### config.mk
export PLATFORM = sky130hd
export DESIGN_NAME = reset_and_power_mode_control
export DESIGN_NICKNAME = d
export VERILOG_FILES = /design/src/core/rst_pwr_pkg.sv /design/src/core/phase_if.sv /design/src/core/reset_and_power_mode_control.sv /design/src/core/instr_phase_sampler.sv
export SDC_FILE = /design/constraint.sdc
export NUM_CORES = 1
export LEC_CHECK = 0
export BUFFER_PORTS_ARGS = -buffer_cell sky130_fd_sc_hd__buf_2
export CAP_MARGIN = 15
export CELL_PAD_IN_SITES_DETAIL_PLACEMENT = 0
export CELL_PAD_IN_SITES_GLOBAL_PLACEMENT = 1
export CORE_MARGIN = 4
export CORE_UTILIZATION = 45
export CTS_BUF_LIST = sky130_fd_sc_hd__clkbuf_8
export CTS_CLUSTER_SIZE = 30
export DETAILED_ROUTE_END_ITERATION = 16
export PLACE_DENSITY_LB_ADDON = 0.1
export SLEW_MARGIN = 5
export SYNTH_ARGS = -nofsm -noshare
export SYNTH_HDL_FRONTEND = slang
export SYNTH_SLANG_ARGS = --single-unit
export TNS_END_PERCENT = 100
### constraint.sdc
create_clock -name ref_clk -period 2.3 [get_ports ref_clk]
set_input_delay 0.23 -clock ref_clk [delete_from_list [all_inputs] [get_ports ref_clk]]
set_output_delay 0.23 -clock ref_clk [all_outputs]
set_load 0.02 [all_outputs]
### src/core/rst_pwr_pkg.sv
/*
  Shared constants and types for the reset and power mode controller:
  register offsets, field positions, reset values, counts and modes.
  Assumes an 8-bit register space addressed by plain offsets.
*/
package rst_pwr_pkg;

  // register offsets
  localparam logic [7:0] PCTL_ADDR    = 8'h87;
  localparam logic [7:0] CHIPCFG_ADDR = 8'hBF;
  localparam logic [7:0] STATUS_ADDR  = 8'hBE;

  // power control fields
  localparam int unsigned PCTL_IDLE_BIT = 0;
  localparam int unsigned PCTL_STOP_BIT = 1;
  localparam int unsigned PCTL_FLG0_BIT = 2;
  localparam int unsigned PCTL_FLG1_BIT = 3;
  localparam int unsigned PCTL_BAUD_BIT = 7;
  localparam logic [7:0]  PCTL_RST      = 8'h00;
  localparam logic [7:0]  PCTL_WMASK    = 8'h8F;

  // chip configuration fields
  localparam int unsigned CHIPCFG_LVOFF_BIT = 0;
  localparam logic [7:0]  CHIPCFG_RST       = 8'h00;

  // status fields
  localparam int unsigned STAT_HOLD_BIT = 0;
  localparam int unsigned STAT_IDLE_BIT = 1;
  localparam int unsigned STAT_STOP_BIT = 2;

  // timing
  localparam int unsigned CLK_PERIOD_NS  = 50;
  localparam int unsigned POR_COUNT      = 2048;
  localparam int unsigned POR_CNT_W      = 11;
  localparam logic [POR_CNT_W-1:0] POR_LAST = POR_CNT_W'(POR_COUNT - 1);
  localparam int unsigned CLKS_PER_INSTR = 12;
  localparam logic [3:0]  PHASE_LAST     = 4'(CLKS_PER_INSTR - 1);
  localparam int unsigned EXT_SAMPLES    = 2;

  // operating modes, one-hot
  typedef enum logic [2:0] {
    MODE_RUN  = 3'b001,
    MODE_IDLE = 3'b010,
    MODE_STOP = 3'b100
  } pwr_mode_t;

endpackage

### src/core/phase_if.sv
/*
  Carrier between the controller and its instruction phase sampler.
  Assumes both ends share ref_clk.
*/
`timescale 1ns/10ps
interface phase_if;
  logic run;
  logic pin_level;
  logic c4;
  logic ext_req;

  modport gen (input run, input pin_level, output c4, output ext_req);
  modport ctl (output run, output pin_level, input c4, input ext_req);
endinterface

### src/core/reset_and_power_mode_control.sv
/*
  Reset merging, power-on stretch counter and idle/stop mode control,
  with the power control, chip configuration and status registers.
  Assumes a same-clock register master with one-cycle strobes, a CPU
  that gates itself on cpu_clk_en and qualifies interrupts by priority
  before raising irq_wake.
*/
`timescale 1ns/10ps
// What this block does
// [RULE_01] idle gates cpu clock, peripherals keep running; adc_off still switches the converter off in idle
// [RULE_02] stop keeps ram and registers intact
// [RULE_03] stop exit reloads registers, ram kept
// [RULE_04] five sources drive the internal reset
// [RULE_05] power-on sets hold, clears counter
// [RULE_06] counter steps each clock once oscillator stable
// [RULE_07] overflow at 2048 releases hold
// [RULE_08] reset pin sampled at fourth phase
// [RULE_09] pin held high two instruction cycles
// [RULE_10] chip config bit 0 high disables low-voltage reset
// [RULE_11] watchdog overflow resets in run and idle
// [RULE_12] idle and stop switch converter off
// [RULE_13] idle ends on interrupt or reset
// [RULE_14] stop ends only on external reset
// [RULE_15] stop wins when both bits set
// [RULE_16] stop refused while watchdog enabled
// [RULE_17] stop halts the oscillator
// [RULE_18] ports keep latched data while sleeping
// [RULE_19] pin request synchronised before merging
module reset_and_power_mode_control (
  // clock and power-on reset
  input  wire logic       ref_clk,
  input  wire logic       nrst,
  // reset and wake sources
  input  wire logic       reset_pin,
  input  wire logic       low_volt_det,
  input  wire logic       osc_stable,
  input  wire logic       wdt_overflow,
  input  wire logic       wdt_enabled,
  input  wire logic       isp_busy,
  input  wire logic       irq_wake,
  // register port
  input  wire logic [7:0] reg_addr,
  input  wire logic [7:0] reg_wdata,
  input  wire logic       reg_wr,
  input  wire logic       reg_rd,
  output logic      [7:0] reg_rdata,
  // reset and power controls
  output logic            internal_reset_hold,
  output logic            sys_reset,
  output logic            cpu_clk_en,
  output logic            osc_run,
  output logic            adc_off,
  output logic            port_hold,
  output logic            baud_double
);

  localparam int unsigned CW = rst_pwr_pkg::POR_CNT_W;

  logic                   rst_meta_q;
  logic                   rst_n_q;
  logic [2:0]             pin_meta_q;
  logic [2:0]             pin_sync_q;
  logic                   pin_s;
  logic                   lvd_s;
  logic                   osc_s;
  logic                   hold_q;
  logic                   hold_d;
  logic [CW-1:0]          por_cnt_q;
  logic [CW-1:0]          por_cnt_d;
  rst_pwr_pkg::pwr_mode_t mode_q;
  rst_pwr_pkg::pwr_mode_t mode_d;
  logic [7:0]             pctl_q;
  logic [7:0]             pctl_d;
  logic [7:0]             chipcfg_q;
  logic [7:0]             chipcfg_d;
  logic                   lvd_req;
  logic                   rst_src;
  logic                   int_reset_d;
  logic                   int_reset_q;
  logic                   cpu_clk_en_q;
  logic                   osc_run_q;
  logic                   adc_off_q;
  logic                   port_hold_q;
  logic [7:0]             rdata_q;
  logic [7:0]             pctl_wr;
  logic                   stop_ok;

  phase_if ph ();

  // register read decode
  function automatic logic [7:0] read_mux(input logic [7:0] addr);
    logic [7:0] st;
    st = 8'h00;
    st[rst_pwr_pkg::STAT_HOLD_BIT] = hold_q;
    st[rst_pwr_pkg::STAT_IDLE_BIT] = (mode_q == rst_pwr_pkg::MODE_IDLE);
    st[rst_pwr_pkg::STAT_STOP_BIT] = (mode_q == rst_pwr_pkg::MODE_STOP);
    case (addr)
      rst_pwr_pkg::PCTL_ADDR:    read_mux = pctl_q;
      rst_pwr_pkg::CHIPCFG_ADDR: read_mux = chipcfg_q;
      rst_pwr_pkg::STATUS_ADDR:  read_mux = st;
      default:                   read_mux = 8'h00;
    endcase
  endfunction

  // release of the power-on reset through two flops
  always_ff @(posedge ref_clk or negedge nrst) begin
    if (!nrst) begin
      rst_meta_q <= 1'b0;
      rst_n_q    <= 1'b0;
    end else begin
      rst_meta_q <= 1'b1;
      rst_n_q    <= rst_meta_q;
    end
  end

  // pins come from outside the clock domain, two flops each
  always_ff @(posedge ref_clk or negedge rst_n_q) begin
    if (!rst_n_q) begin
      pin_meta_q <= 3'h0;
      pin_sync_q <= 3'h0;
    end else begin
      pin_meta_q <= {osc_stable, low_volt_det, reset_pin};
      pin_sync_q <= pin_meta_q; // RULE_19
    end
  end

  assign pin_s = pin_sync_q[0];
  assign lvd_s = pin_sync_q[1];
  assign osc_s = pin_sync_q[2];

  // phase sampler runs only while the oscillator does
  assign ph.run       = osc_run_q && osc_s;
  assign ph.pin_level = pin_s; // RULE_19

  instr_phase_sampler u_sampler (
    .ref_clk (ref_clk),
    .rst_n   (rst_n_q),
    .ph      (ph.gen)
  );

  // merge of reset sources; a stopped part sees only the pin, level
  // sensitive, since no instruction cycle runs to sample it
  assign lvd_req = lvd_s &&
                   !chipcfg_q[rst_pwr_pkg::CHIPCFG_LVOFF_BIT]; // RULE_10
  always_comb begin
    if (mode_q == rst_pwr_pkg::MODE_STOP) begin
      rst_src = pin_s; // RULE_14
    end else begin
      rst_src = ph.ext_req || lvd_req || // RULE_04
                wdt_overflow || isp_busy; // RULE_11
    end
  end

  // stretch counter; waking from stop restarts it like power-on
  always_comb begin
    hold_d    = hold_q;
    por_cnt_d = por_cnt_q;
    if (mode_q == rst_pwr_pkg::MODE_STOP && pin_s) begin
      hold_d    = 1'b1; // RULE_03
      por_cnt_d = '0;
    end else if (hold_q && osc_s) begin
      if (por_cnt_q == rst_pwr_pkg::POR_LAST) begin
        hold_d    = 1'b0; // RULE_07
        por_cnt_d = '0;
      end else begin
        por_cnt_d = CW'(por_cnt_q + 1'b1); // RULE_06
      end
    end
  end

  assign int_reset_d = hold_d || rst_src; // RULE_04

  always_ff @(posedge ref_clk or negedge rst_n_q) begin
    if (!rst_n_q) begin
      hold_q    <= 1'b1; // RULE_05
      por_cnt_q <= '0;
    end else begin
      hold_q    <= hold_d;
      por_cnt_q <= por_cnt_d;
    end
  end

  // mode and register next state; writes land only while running
  // since a halted core cannot issue them
  always_comb begin
    mode_d    = mode_q;
    pctl_d    = pctl_q;
    chipcfg_d = chipcfg_q;
    pctl_wr   = reg_wdata & rst_pwr_pkg::PCTL_WMASK;
    stop_ok   = pctl_wr[rst_pwr_pkg::PCTL_STOP_BIT] && !wdt_enabled;
    if (int_reset_d) begin
      mode_d    = rst_pwr_pkg::MODE_RUN; // RULE_03 RULE_13
      pctl_d    = rst_pwr_pkg::PCTL_RST;
      chipcfg_d = rst_pwr_pkg::CHIPCFG_RST;
    end else begin
      case (mode_q)
        rst_pwr_pkg::MODE_RUN: begin
          if (reg_wr && reg_addr == rst_pwr_pkg::CHIPCFG_ADDR) begin
            chipcfg_d = reg_wdata;
          end
          if (reg_wr && reg_addr == rst_pwr_pkg::PCTL_ADDR) begin
            if (stop_ok) begin
              mode_d = rst_pwr_pkg::MODE_STOP; // RULE_15
            end else begin
              pctl_wr[rst_pwr_pkg::PCTL_STOP_BIT] = 1'b0; // RULE_16
              if (pctl_wr[rst_pwr_pkg::PCTL_IDLE_BIT]) begin
                mode_d = rst_pwr_pkg::MODE_IDLE;
              end
            end
            pctl_d = pctl_wr;
          end
        end
        rst_pwr_pkg::MODE_IDLE: begin
          if (irq_wake) begin
            mode_d = rst_pwr_pkg::MODE_RUN; // RULE_13
            pctl_d[rst_pwr_pkg::PCTL_IDLE_BIT] = 1'b0;
          end
        end
        rst_pwr_pkg::MODE_STOP: begin
          mode_d = rst_pwr_pkg::MODE_STOP; // RULE_02 RULE_14
        end
        default: begin
          mode_d = rst_pwr_pkg::MODE_RUN;
        end
      endcase
    end
  end

  always_ff @(posedge ref_clk or negedge rst_n_q) begin
    if (!rst_n_q) begin
      mode_q    <= rst_pwr_pkg::MODE_RUN;
      pctl_q    <= rst_pwr_pkg::PCTL_RST;
      chipcfg_q <= rst_pwr_pkg::CHIPCFG_RST;
    end else begin
      mode_q    <= mode_d;
      pctl_q    <= pctl_d;
      chipcfg_q <= chipcfg_d;
    end
  end

  // control outputs from next state so they line up with mode_q
  always_ff @(posedge ref_clk or negedge rst_n_q) begin
    if (!rst_n_q) begin
      int_reset_q  <= 1'b1;
      cpu_clk_en_q <= 1'b0;
      osc_run_q    <= 1'b1;
      adc_off_q    <= 1'b0;
      port_hold_q  <= 1'b0;
    end else begin
      int_reset_q  <= int_reset_d;
      cpu_clk_en_q <= !int_reset_d &&
                      mode_d == rst_pwr_pkg::MODE_RUN; // RULE_01
      osc_run_q    <= mode_d != rst_pwr_pkg::MODE_STOP; // RULE_17
      adc_off_q    <= mode_d != rst_pwr_pkg::MODE_RUN; // RULE_12
      port_hold_q  <= mode_d != rst_pwr_pkg::MODE_RUN; // RULE_18
    end
  end

  // read data valid only in the cycle after the strobe
  always_ff @(posedge ref_clk or negedge rst_n_q) begin
    if (!rst_n_q) begin
      rdata_q <= 8'h00;
    end else begin
      rdata_q <= reg_rd ? read_mux(reg_addr) : 8'h00;
    end
  end

  assign reg_rdata           = rdata_q;
  assign internal_reset_hold = hold_q;
  assign sys_reset           = int_reset_q;
  assign cpu_clk_en          = cpu_clk_en_q;
  assign osc_run             = osc_run_q;
  assign adc_off             = adc_off_q;
  assign port_hold           = port_hold_q;
  assign baud_double         = pctl_q[rst_pwr_pkg::PCTL_BAUD_BIT];
endmodule

### src/core/instr_phase_sampler.sv
/*
  Instruction cycle phase counter and external reset pin sampler.
  Assumes pin_level is already synchronised to ref_clk and that run
  is low while the oscillator is halted.
*/
`timescale 1ns/10ps
module instr_phase_sampler (
  // clock and reset
  input wire logic ref_clk,
  input wire logic rst_n,
  // controller side
  phase_if.gen     ph
);

  logic [3:0] phase_q;
  logic       c4_q;
  logic [1:0] hi_q;
  logic       req_q;
  logic       c4_now;
  logic [1:0] hi_next;

  // last clock of the fourth phase of the instruction cycle
  assign c4_now  = ph.run && (phase_q == rst_pwr_pkg::PHASE_LAST);
  // saturate so a long hold does not wrap back below the threshold
  assign hi_next = (hi_q == 2'(rst_pwr_pkg::EXT_SAMPLES)) ? hi_q
                                                           : 2'(hi_q + 2'h1);

  // phase counter, parked while the oscillator is stopped
  always_ff @(posedge ref_clk or negedge rst_n) begin
    if (!rst_n) begin
      phase_q <= 4'h0;
      c4_q    <= 1'b0;
    end else begin
      c4_q <= c4_now;
      if (!ph.run || phase_q == rst_pwr_pkg::PHASE_LAST) begin
        phase_q <= 4'h0;
      end else begin
        phase_q <= 4'(phase_q + 4'h1);
      end
    end
  end

  // pin sampled once per instruction cycle, consecutive highs counted
  always_ff @(posedge ref_clk or negedge rst_n) begin
    if (!rst_n) begin
      hi_q  <= 2'h0;
      req_q <= 1'b0;
    end else if (!ph.run) begin
      hi_q  <= 2'h0;
      req_q <= 1'b0;
    end else if (c4_now) begin // RULE_08
      if (ph.pin_level) begin
        hi_q  <= hi_next;
        req_q <= (hi_next == 2'(rst_pwr_pkg::EXT_SAMPLES));
      end else begin
        hi_q  <= 2'h0;
        req_q <= 1'b0;
      end
    end
  end

  assign ph.c4      = c4_q;
  assign ph.ext_req = req_q;
endmodule

* Word-level counts from Yosys, hierarchy flattened
Cells that the tools add are included.
** Cells by class
- $add $sub $neg :: 3
- Multipliers :: 0
- Div/mod/pow operators :: 0
- Magnitude comparators :: 0
- Equal/unequal tests :: 16
- Shift-type cells :: 0
- Muxes and demuxes :: 32
- Bitwise operators :: 0
- Reduce and logical (&&, ||, !) cells :: 26
** Operators with widths (count)
- two-way mux 8 bit :: 6
- two-way mux 11 bit :: 3
- == test 8 bit, second input constant :: 3
- case mux 8 bit (3 select lines) :: 1
- two-way mux 3 bit :: 5
- adder 11 x 1 -> 11 bit, second input constant :: 1
- == test 11 bit, second input constant :: 1
- logical AND 1 bit :: 9
- two-way mux 1 bit :: 9
- inequality test 3 bit, second input constant :: 3
- case mux 3 bit (3 select lines) :: 1
- two-way mux 2 bit :: 4
- nonzero test 2 bit :: 4
- two-way mux 7 bit :: 1
- == test 3 x 1 -> 1 bit, second input constant :: 2
- logical OR 1 bit :: 5
- adder 4 x 1 -> 4 bit, second input constant :: 1
- == test 2 bit, second input constant :: 2
- == test 4 bit, second input constant :: 1
- logical NOT 1 bit :: 4
- two-way mux 4 bit :: 1
- AND reduction 2 bit :: 2
- == test 3 x 2 -> 1 bit, second input constant :: 1
- == test 3 bit, second input constant :: 1
- 6 further kinds :: 6
** Storage, ports and cells
- Register bits after elaboration :: 58
- Bits in latches :: 0
- Bits in writable memories :: 0
- Bits in read-only memories :: 0
- Bits of input ports :: 27
- Output and inout bits :: 15
- Memories kept :: 0

* Longest topological paths before layout
- Depth in word-level cells :: 10
- Mapped depth :: 6
- Gate-level depth less buffers :: 5

* By module
From an unflattened synthesis, not the netlist that was laid out.
** Unflattened totals
- Cell total of the unflattened synthesis :: 225
- Area, all modules :: 2494.9 sq um
** Modules (own cells, without submodules)
- reset_and_power_mode_control :: times used 1, cells an instance 195, area an instance 2173.3 sq um, seq. area each 1206.2 sq um
- instr_phase_sampler :: times used 1, cells an instance 30, area an instance 321.6 sq um, seq. area each 175.2 sq um

* Least setup slack after synthesis
Ideal clock, no wire load.
- Kind :: reg-to-reg
- From :: register mode_q[0]
- To :: register chipcfg_q[3]
- Library setup time :: 0.121 ns
- Arrival :: 1.710 ns
- Data required time :: 2.179 ns
- Path slack :: 0.468 ns
- Cell stages (with the launch flop) :: 5
- Path buffers :: 0
- Period minus slack after synthesis :: 1.832 ns
- Cells stage by stage :: dfstp_2 -> or3b_4 -> nor4_4 -> mux2i_1 -> nor2_2
** On the way
- Longest elaborated chain between the ends :: 6
- Elaborated cells on any way between the ends :: 10
- Classes of those cells :: 2 x eq/ne; 3 x mux; 5 x reduce/logical
** RTL lines
- from (decl) :: line reset_and_power_mode_control.sv:70 : rst_pwr_pkg::pwr_mode_t mode_q;
- from (signal assigned) :: line reset_and_power_mode_control.sv:231 : mode_q <= rst_pwr_pkg::MODE_RUN;
- from (signal assigned) :: line reset_and_power_mode_control.sv:235 : mode_q <= mode_d;
- == test 3 bit :: line reset_and_power_mode_control.sv:146, reset_and_power_mode_control.sv:158
- logical AND 1 bit :: line reset_and_power_mode_control.sv:158 : if (mode_q == rst_pwr_pkg::MODE_STOP && pin_s) begin
- two-way mux 1 bit :: line reset_and_power_mode_control.sv:158
- logical OR 1 bit :: line reset_and_power_mode_control.sv:171 : assign int_reset_d = hold_d || rst_src;
- nonzero test 2 bit (no line)
- AND reduction 2 bit (no line)
- to (signal assigned) :: line reset_and_power_mode_control.sv:233 : chipcfg_q <= rst_pwr_pkg::CHIPCFG_RST;
- to (signal assigned) :: line reset_and_power_mode_control.sv:237 : chipcfg_q <= chipcfg_d;
- to (decl) :: line reset_and_power_mode_control.sv:74 : logic [7:0] chipcfg_q;
Parallel ways exist; a longest one is shown, timed or not.
A chain may end at the register's enable or synchronous reset.

* Worst setup path after layout
- From :: register mode_q[0]
- To :: register osc_run_q (netlist: osc_run)
** On the way
- Longest elaborated chain between the ends :: 6
- Elaborated cells on any way between the ends :: 14
- Classes of those cells :: 4 x eq/ne; 8 x mux; 2 x reduce/logical
** RTL lines
- two-way mux 3 bit or == test 3 bit (tied branches)
- two-way mux 3 bit or logical AND 1 bit (tied branches) :: line reset_and_power_mode_control.sv:202, reset_and_power_mode_control.sv:158
- two-way mux 3 bit or two-way mux 1 bit (tied branches) :: line reset_and_power_mode_control.sv:201, reset_and_power_mode_control.sv:158
- case mux 3 bit (3 select lines) or logical OR 1 bit (tied branches) :: line reset_and_power_mode_control.sv:196, reset_and_power_mode_control.sv:171
- two-way mux 3 bit * :: line reset_and_power_mode_control.sv:191 : if (int_reset_d) begin
- inequality test 3 bit * :: line reset_and_power_mode_control.sv:253 : osc_run_q <= mode_d != rst_pwr_pkg::MODE_STOP;
- to (signal assigned) :: line reset_and_power_mode_control.sv:253
- to (decl) :: line reset_and_power_mode_control.sv:81 : logic osc_run_q;
Every way passes the cells marked *; elsewhere a longest branch is shown, timed or not.

==> impl_metrics.prom <==
# TYPE chip_impl_metric gauge
chip_impl_info{name="synth_most_common_cell",value="sky130_fd_sc_hd__dfrtp_1"} 1
chip_impl_metric{name="globalRouteTotalUtil",unit="%"} 16.6
chip_impl_metric{name="io_pins",unit=""} 42
chip_impl_info{name="crit_path_start_kind",value="flop"} 1
chip_impl_metric{name="async_reset_ff_share",unit="%"} 100
chip_impl_metric{name="layout.filler_cells",unit=""} 470
chip_impl_metric{name="power.density_cell_area",unit="nW/um2"} 650
chip_impl_info{name="rsz_0062_raised_after_global_routing",value="no"} 1
chip_impl_metric{name="max-cap-violations",unit=""} 0
chip_impl_metric{name="layout.core_utilization",unit="%"} 54.5
chip_impl_metric{name="critical_path.max_stage_delay",unit="ns"} 0.58
chip_impl_metric{name="tightestPinTransition",unit="ns"} 0.523
chip_impl_metric{name="timing_hold_violations_final",unit=""} 0
chip_impl_metric{name="rows",unit=""} 26
chip_impl_metric{name="clock_path_buffers",unit=""} 2
chip_impl_metric{name="slew-limit-headroom",unit="%"} 64.2
chip_impl_metric{name="synth_enable_flop_cells",unit=""} 0
chip_impl_metric{name="grt_first_pass_wirelength",unit="um"} 8350
chip_impl_info{name="path_cells",value="or3b_4 > nor4_4 > nand2_1 > a21o_1"} 1
chip_impl_metric{name="layout-drive-gt1-share",unit="%"} 26.0
chip_impl_metric{name="drt_iter0_markers",unit=""} 71
chip_impl_metric{name="drt_pre_antenna_iters",unit=""} 4
chip_impl_info{name="hp-class",value="input pin to flop"} 1
chip_impl_metric{name="wirelength",unit="um"} 4880
chip_impl_metric{name="via_count",unit=""} 1730
chip_impl_metric{name="ir_worst_vdd",unit="V"} 0.000350
chip_impl_metric{name="timing.final.setup_violations",unit=""} 0
chip_impl_metric{name="post-route-drc-count",unit=""} 0
chip_impl_metric{name="synthesis.instances",unit=""} 223
chip_impl_metric{name="maxClockFrequency",unit="MHz"} 531
chip_impl_metric{name="post_synth_num_cell_types",unit=""} 43
chip_impl_info{name="cts_tree",value="built"} 1
chip_impl_metric{name="post-cts-setup-buffer-count",unit=""} 0
chip_impl_metric{name="yosysTopAreaCellShare",unit="%"} 51.8
chip_impl_metric{name="setup_tns",unit="ns"} 0
chip_impl_info{name="end_kind",value="flop"} 1
chip_impl_metric{name="starting_density_of_the_core",unit="%"} 46.7
chip_impl_info{name="yosys_most_used_dff",value="sky130_fd_sc_hd__dfrtp_1"} 1
chip_impl_metric{name="number_of_global_route_vias_before_repair",unit=""} 1756
chip_impl_metric{name="area_growth",unit="%"} 16.7
chip_impl_metric{name="detail-route-antenna-nets",unit=""} 0
chip_impl_metric{name="die_height",unit="um"} 81.3
chip_impl_metric{name="worst_ep_required_time",unit="ns"} 2.54
chip_impl_metric{name="synth_warnings",unit=""} 0
chip_impl_metric{name="overflow",unit=""} 0
chip_impl_metric{name="synthesis.area",unit="um2"} 2420
chip_impl_metric{name="cts-htree-levels",unit=""} 2
chip_impl_metric{name="fin_crit_sh",unit="%"} 81.9
chip_impl_metric{name="timing.final.max_slew_violations",unit=""} 0
chip_impl_metric{name="number_of_antenna_violations_at_the_first_check_in_global_routing",unit=""} 0
chip_impl_metric{name="detail_route.vias_per_cell",unit=""} 5.04
chip_impl_metric{name="port-buffer-count",unit=""} 41
chip_impl_metric{name="gpl.final_weighted_congestion",unit=""} 0.796
chip_impl_metric{name="cts.reportedPaths.clkPinSlew",unit="ns"} 0.09
chip_impl_metric{name="leakage",unit="uW"} 0.00119
chip_impl_metric{name="proportion_of_synthesized_chip_area_in_sequential_cells",unit="%"} 56.1
chip_impl_metric{name="cts_sinks",unit=""} 54
chip_impl_metric{name="final_net_count",unit=""} 302
chip_impl_metric{name="layout_min_cycle_time",unit="ns"} 1.88
chip_impl_metric{name="numCtsBuffers",unit=""} 5
chip_impl_metric{name="core_region_area",unit="um2"} 5170
chip_impl_metric{name="clk_latency",unit="ns"} 0.30
chip_impl_info{name="ctsRootBufferMaster",value="sky130_fd_sc_hd__clkbuf_8"} 1
chip_impl_info{name="status",value="finished clean"} 1
chip_impl_metric{name="crit_arrival",unit="ns"} 2.13
chip_impl_info{name="post_synth_most_frequent_cells",value="sky130_fd_sc_hd__dfrtp_1, sky130_fd_sc_hd__nor2_1, sky130_fd_sc_hd__nand2_1"} 1
chip_impl_metric{name="grt_start_max_net_pins",unit=""} 21
chip_impl_metric{name="fp.dieArea",unit="um2"} 6610
chip_impl_metric{name="n_antenna_cell",unit=""} 0
chip_impl_metric{name="syn_nets",unit=""} 253
chip_impl_info{name="synth.top_cells.by_area",value="sky130_fd_sc_hd__dfrtp_1, sky130_fd_sc_hd__mux2i_1, sky130_fd_sc_hd__dfstp_2, sky130_fd_sc_hd__nor2_1, sky130_fd_sc_hd__nand2_1"} 1
chip_impl_info{name="setup.worst_path.class",value="flop to flop"} 1
chip_impl_metric{name="critPathMaxFanout",unit=""} 8
chip_impl_metric{name="postSynthRegisterBits",unit=""} 54
chip_impl_info{name="crit_slowest_cell",value="sky130_fd_sc_hd__dfstp_2"} 1
chip_impl_metric{name="average_wire_per_cell_in_the_routed_design",unit="um"} 14.2
chip_impl_metric{name="die-width",unit="um"} 81.3
chip_impl_metric{name="fin_worst_skew",unit="ns"} 0.0107
chip_impl_metric{name="mean_syn_cell_area",unit="um2"} 10.8
chip_impl_info{name="synthDominantAreaCellType",value="sky130_fd_sc_hd__dfrtp_1"} 1
chip_impl_metric{name="dp.final_hpwl",unit="um"} 3720
chip_impl_metric{name="fin_hold_ws",unit="ns"} 0.0265
[report_power, final]
part | switching, uW | internal [uW] | total (uW)
Clock | 302 | 211 | 513
Combinational | 114 | 95.0 | 209
Sequential | 85.1 | 1030 | 1110
Total | 501 | 1330 | 1830
[per-layer routing]
layer,part of all wire [%],global-route usage [%],vias up
li1,-,-,881
met1,47,21.2,813
met2,49,28.1,31
met3,3.5,3.77,5
met4,0.86,4.56,0
met5,0,0,-
[final timing paths]
| kind | from | endpoint | slack [ns] | cells past startpoint |
|---|---|---|---|---|
| max in group asynchronous | rst_n_q$_DFF_PN0_ | internal_reset_hold$_DFF_PN1_ | 1.44 | 1 |
| min | reset_pin | pin_meta_q[0]$_DFF_PN0_ | 0.03 | 1 |
| min in group asynchronous | rst_n_q$_DFF_PN0_ | chipcfg_q[0]$_DFFE_PN0P_ | 0.20 | 0 |
| min reg2reg | rst_n_q$_DFF_PN0_ | chipcfg_q[0]$_DFFE_PN0P_ | 0.20 | 0 |
| max | mode_q[0]$_DFF_PN1_ | osc_run$_DFF_PN1_ | 0.42 | 4 |
| max reg2reg | mode_q[0]$_DFF_PN1_ | osc_run$_DFF_PN1_ | 0.42 | 4 |
[cell families (layout without fill, tap and decap cells)]
group	count (synthesis)	after routing	share of synthesized area (%)
other	1	1	0.155
XOR/XNOR	9	9	3.26
flip-flops	54	54	56.1
AO/OA/AOI/OAI	33	33	9.73
buffers and inverters	11	61	1.97
adder cells (fa/ha/maj)	3	3	1.55
AND/OR/NAND/NOR	101	101	22.7
multiplexers	11	11	4.56
[critical path, delay by kind of cell, from the launching register on]
kind / cells / cell delay, ns
and+or+nand+nor: 3 / 1.02
AOI/OAI and AO/OA: 1 / 0.22
DFF: 1 / 0.58
[flip-flops by register name (all words and copies together), names as in the netlist, 3 cells and up]
| register | cells |
|---|---|
| por_cnt_q | 11 |
| chipcfg_q | 8 |
| reg_rdata | 8 |
| pctl_q | 5 |
| u_sampler.phase_q | 4 |
| mode_q | 3 |
| pin_meta_q | 3 |
| pin_sync_q | 3 |
[stage by stage]
step | area [um2] | instances | worst slack, ns | power [uW]
6_report | 2820 | 343 | 0.416 | 1830
5_1_grt | 2820 | 343 | 0.293 | 1950
4_1_cts | 2820 | 343 | 0.415 | 1870
3_5_place_dp | 2720 | 334 | 0.435 | 1340
3_3_place_gp | 2720 | 334 | 0.464 | 1330
2_1_floorplan | 2420 | 223 | 0.468 | 1260
[repair_timing]
action,in CTS,in global routing
gates resized for setup,0,0
hold buffers,1,0
hold endpoints to repair,2,0
endpoints found under the setup margin,0,0
[cell type report]
class                           instances  area, um2  share of cell area, %
Sequential cell                        54       1360                   48.1
Multi-Input combinational cell        158       1010                   35.9
Timing Repair Buffer                   47        253                   8.96
Tap cell                               70       87.6                   3.10
Clock inverter                          3       18.8                  0.665
Inverter                                6       22.5                  0.798
Clock buffer                            5       68.8                   2.44
[cells in the final DEF, fill, tap and decap left out, drive strengths merged, types with 3 or more instances in the layout]
cell      n
nor2     36
dfrtp    50
nand3    10
a22oi     3
a2111oi   3
xor2      3
a21oi     9
or3       4
nand2    18
a2bb2oi   3
o21ai     4
inv       7
buf      46
nor2b     4
ha        3
xnor2     6
nand2b    5
and3      3
and2      4
nor3      5
dfstp     4
clkbuf    5
mux2i    11
nand4     4
No activity file was read; power rests on OpenSTA's default activity.
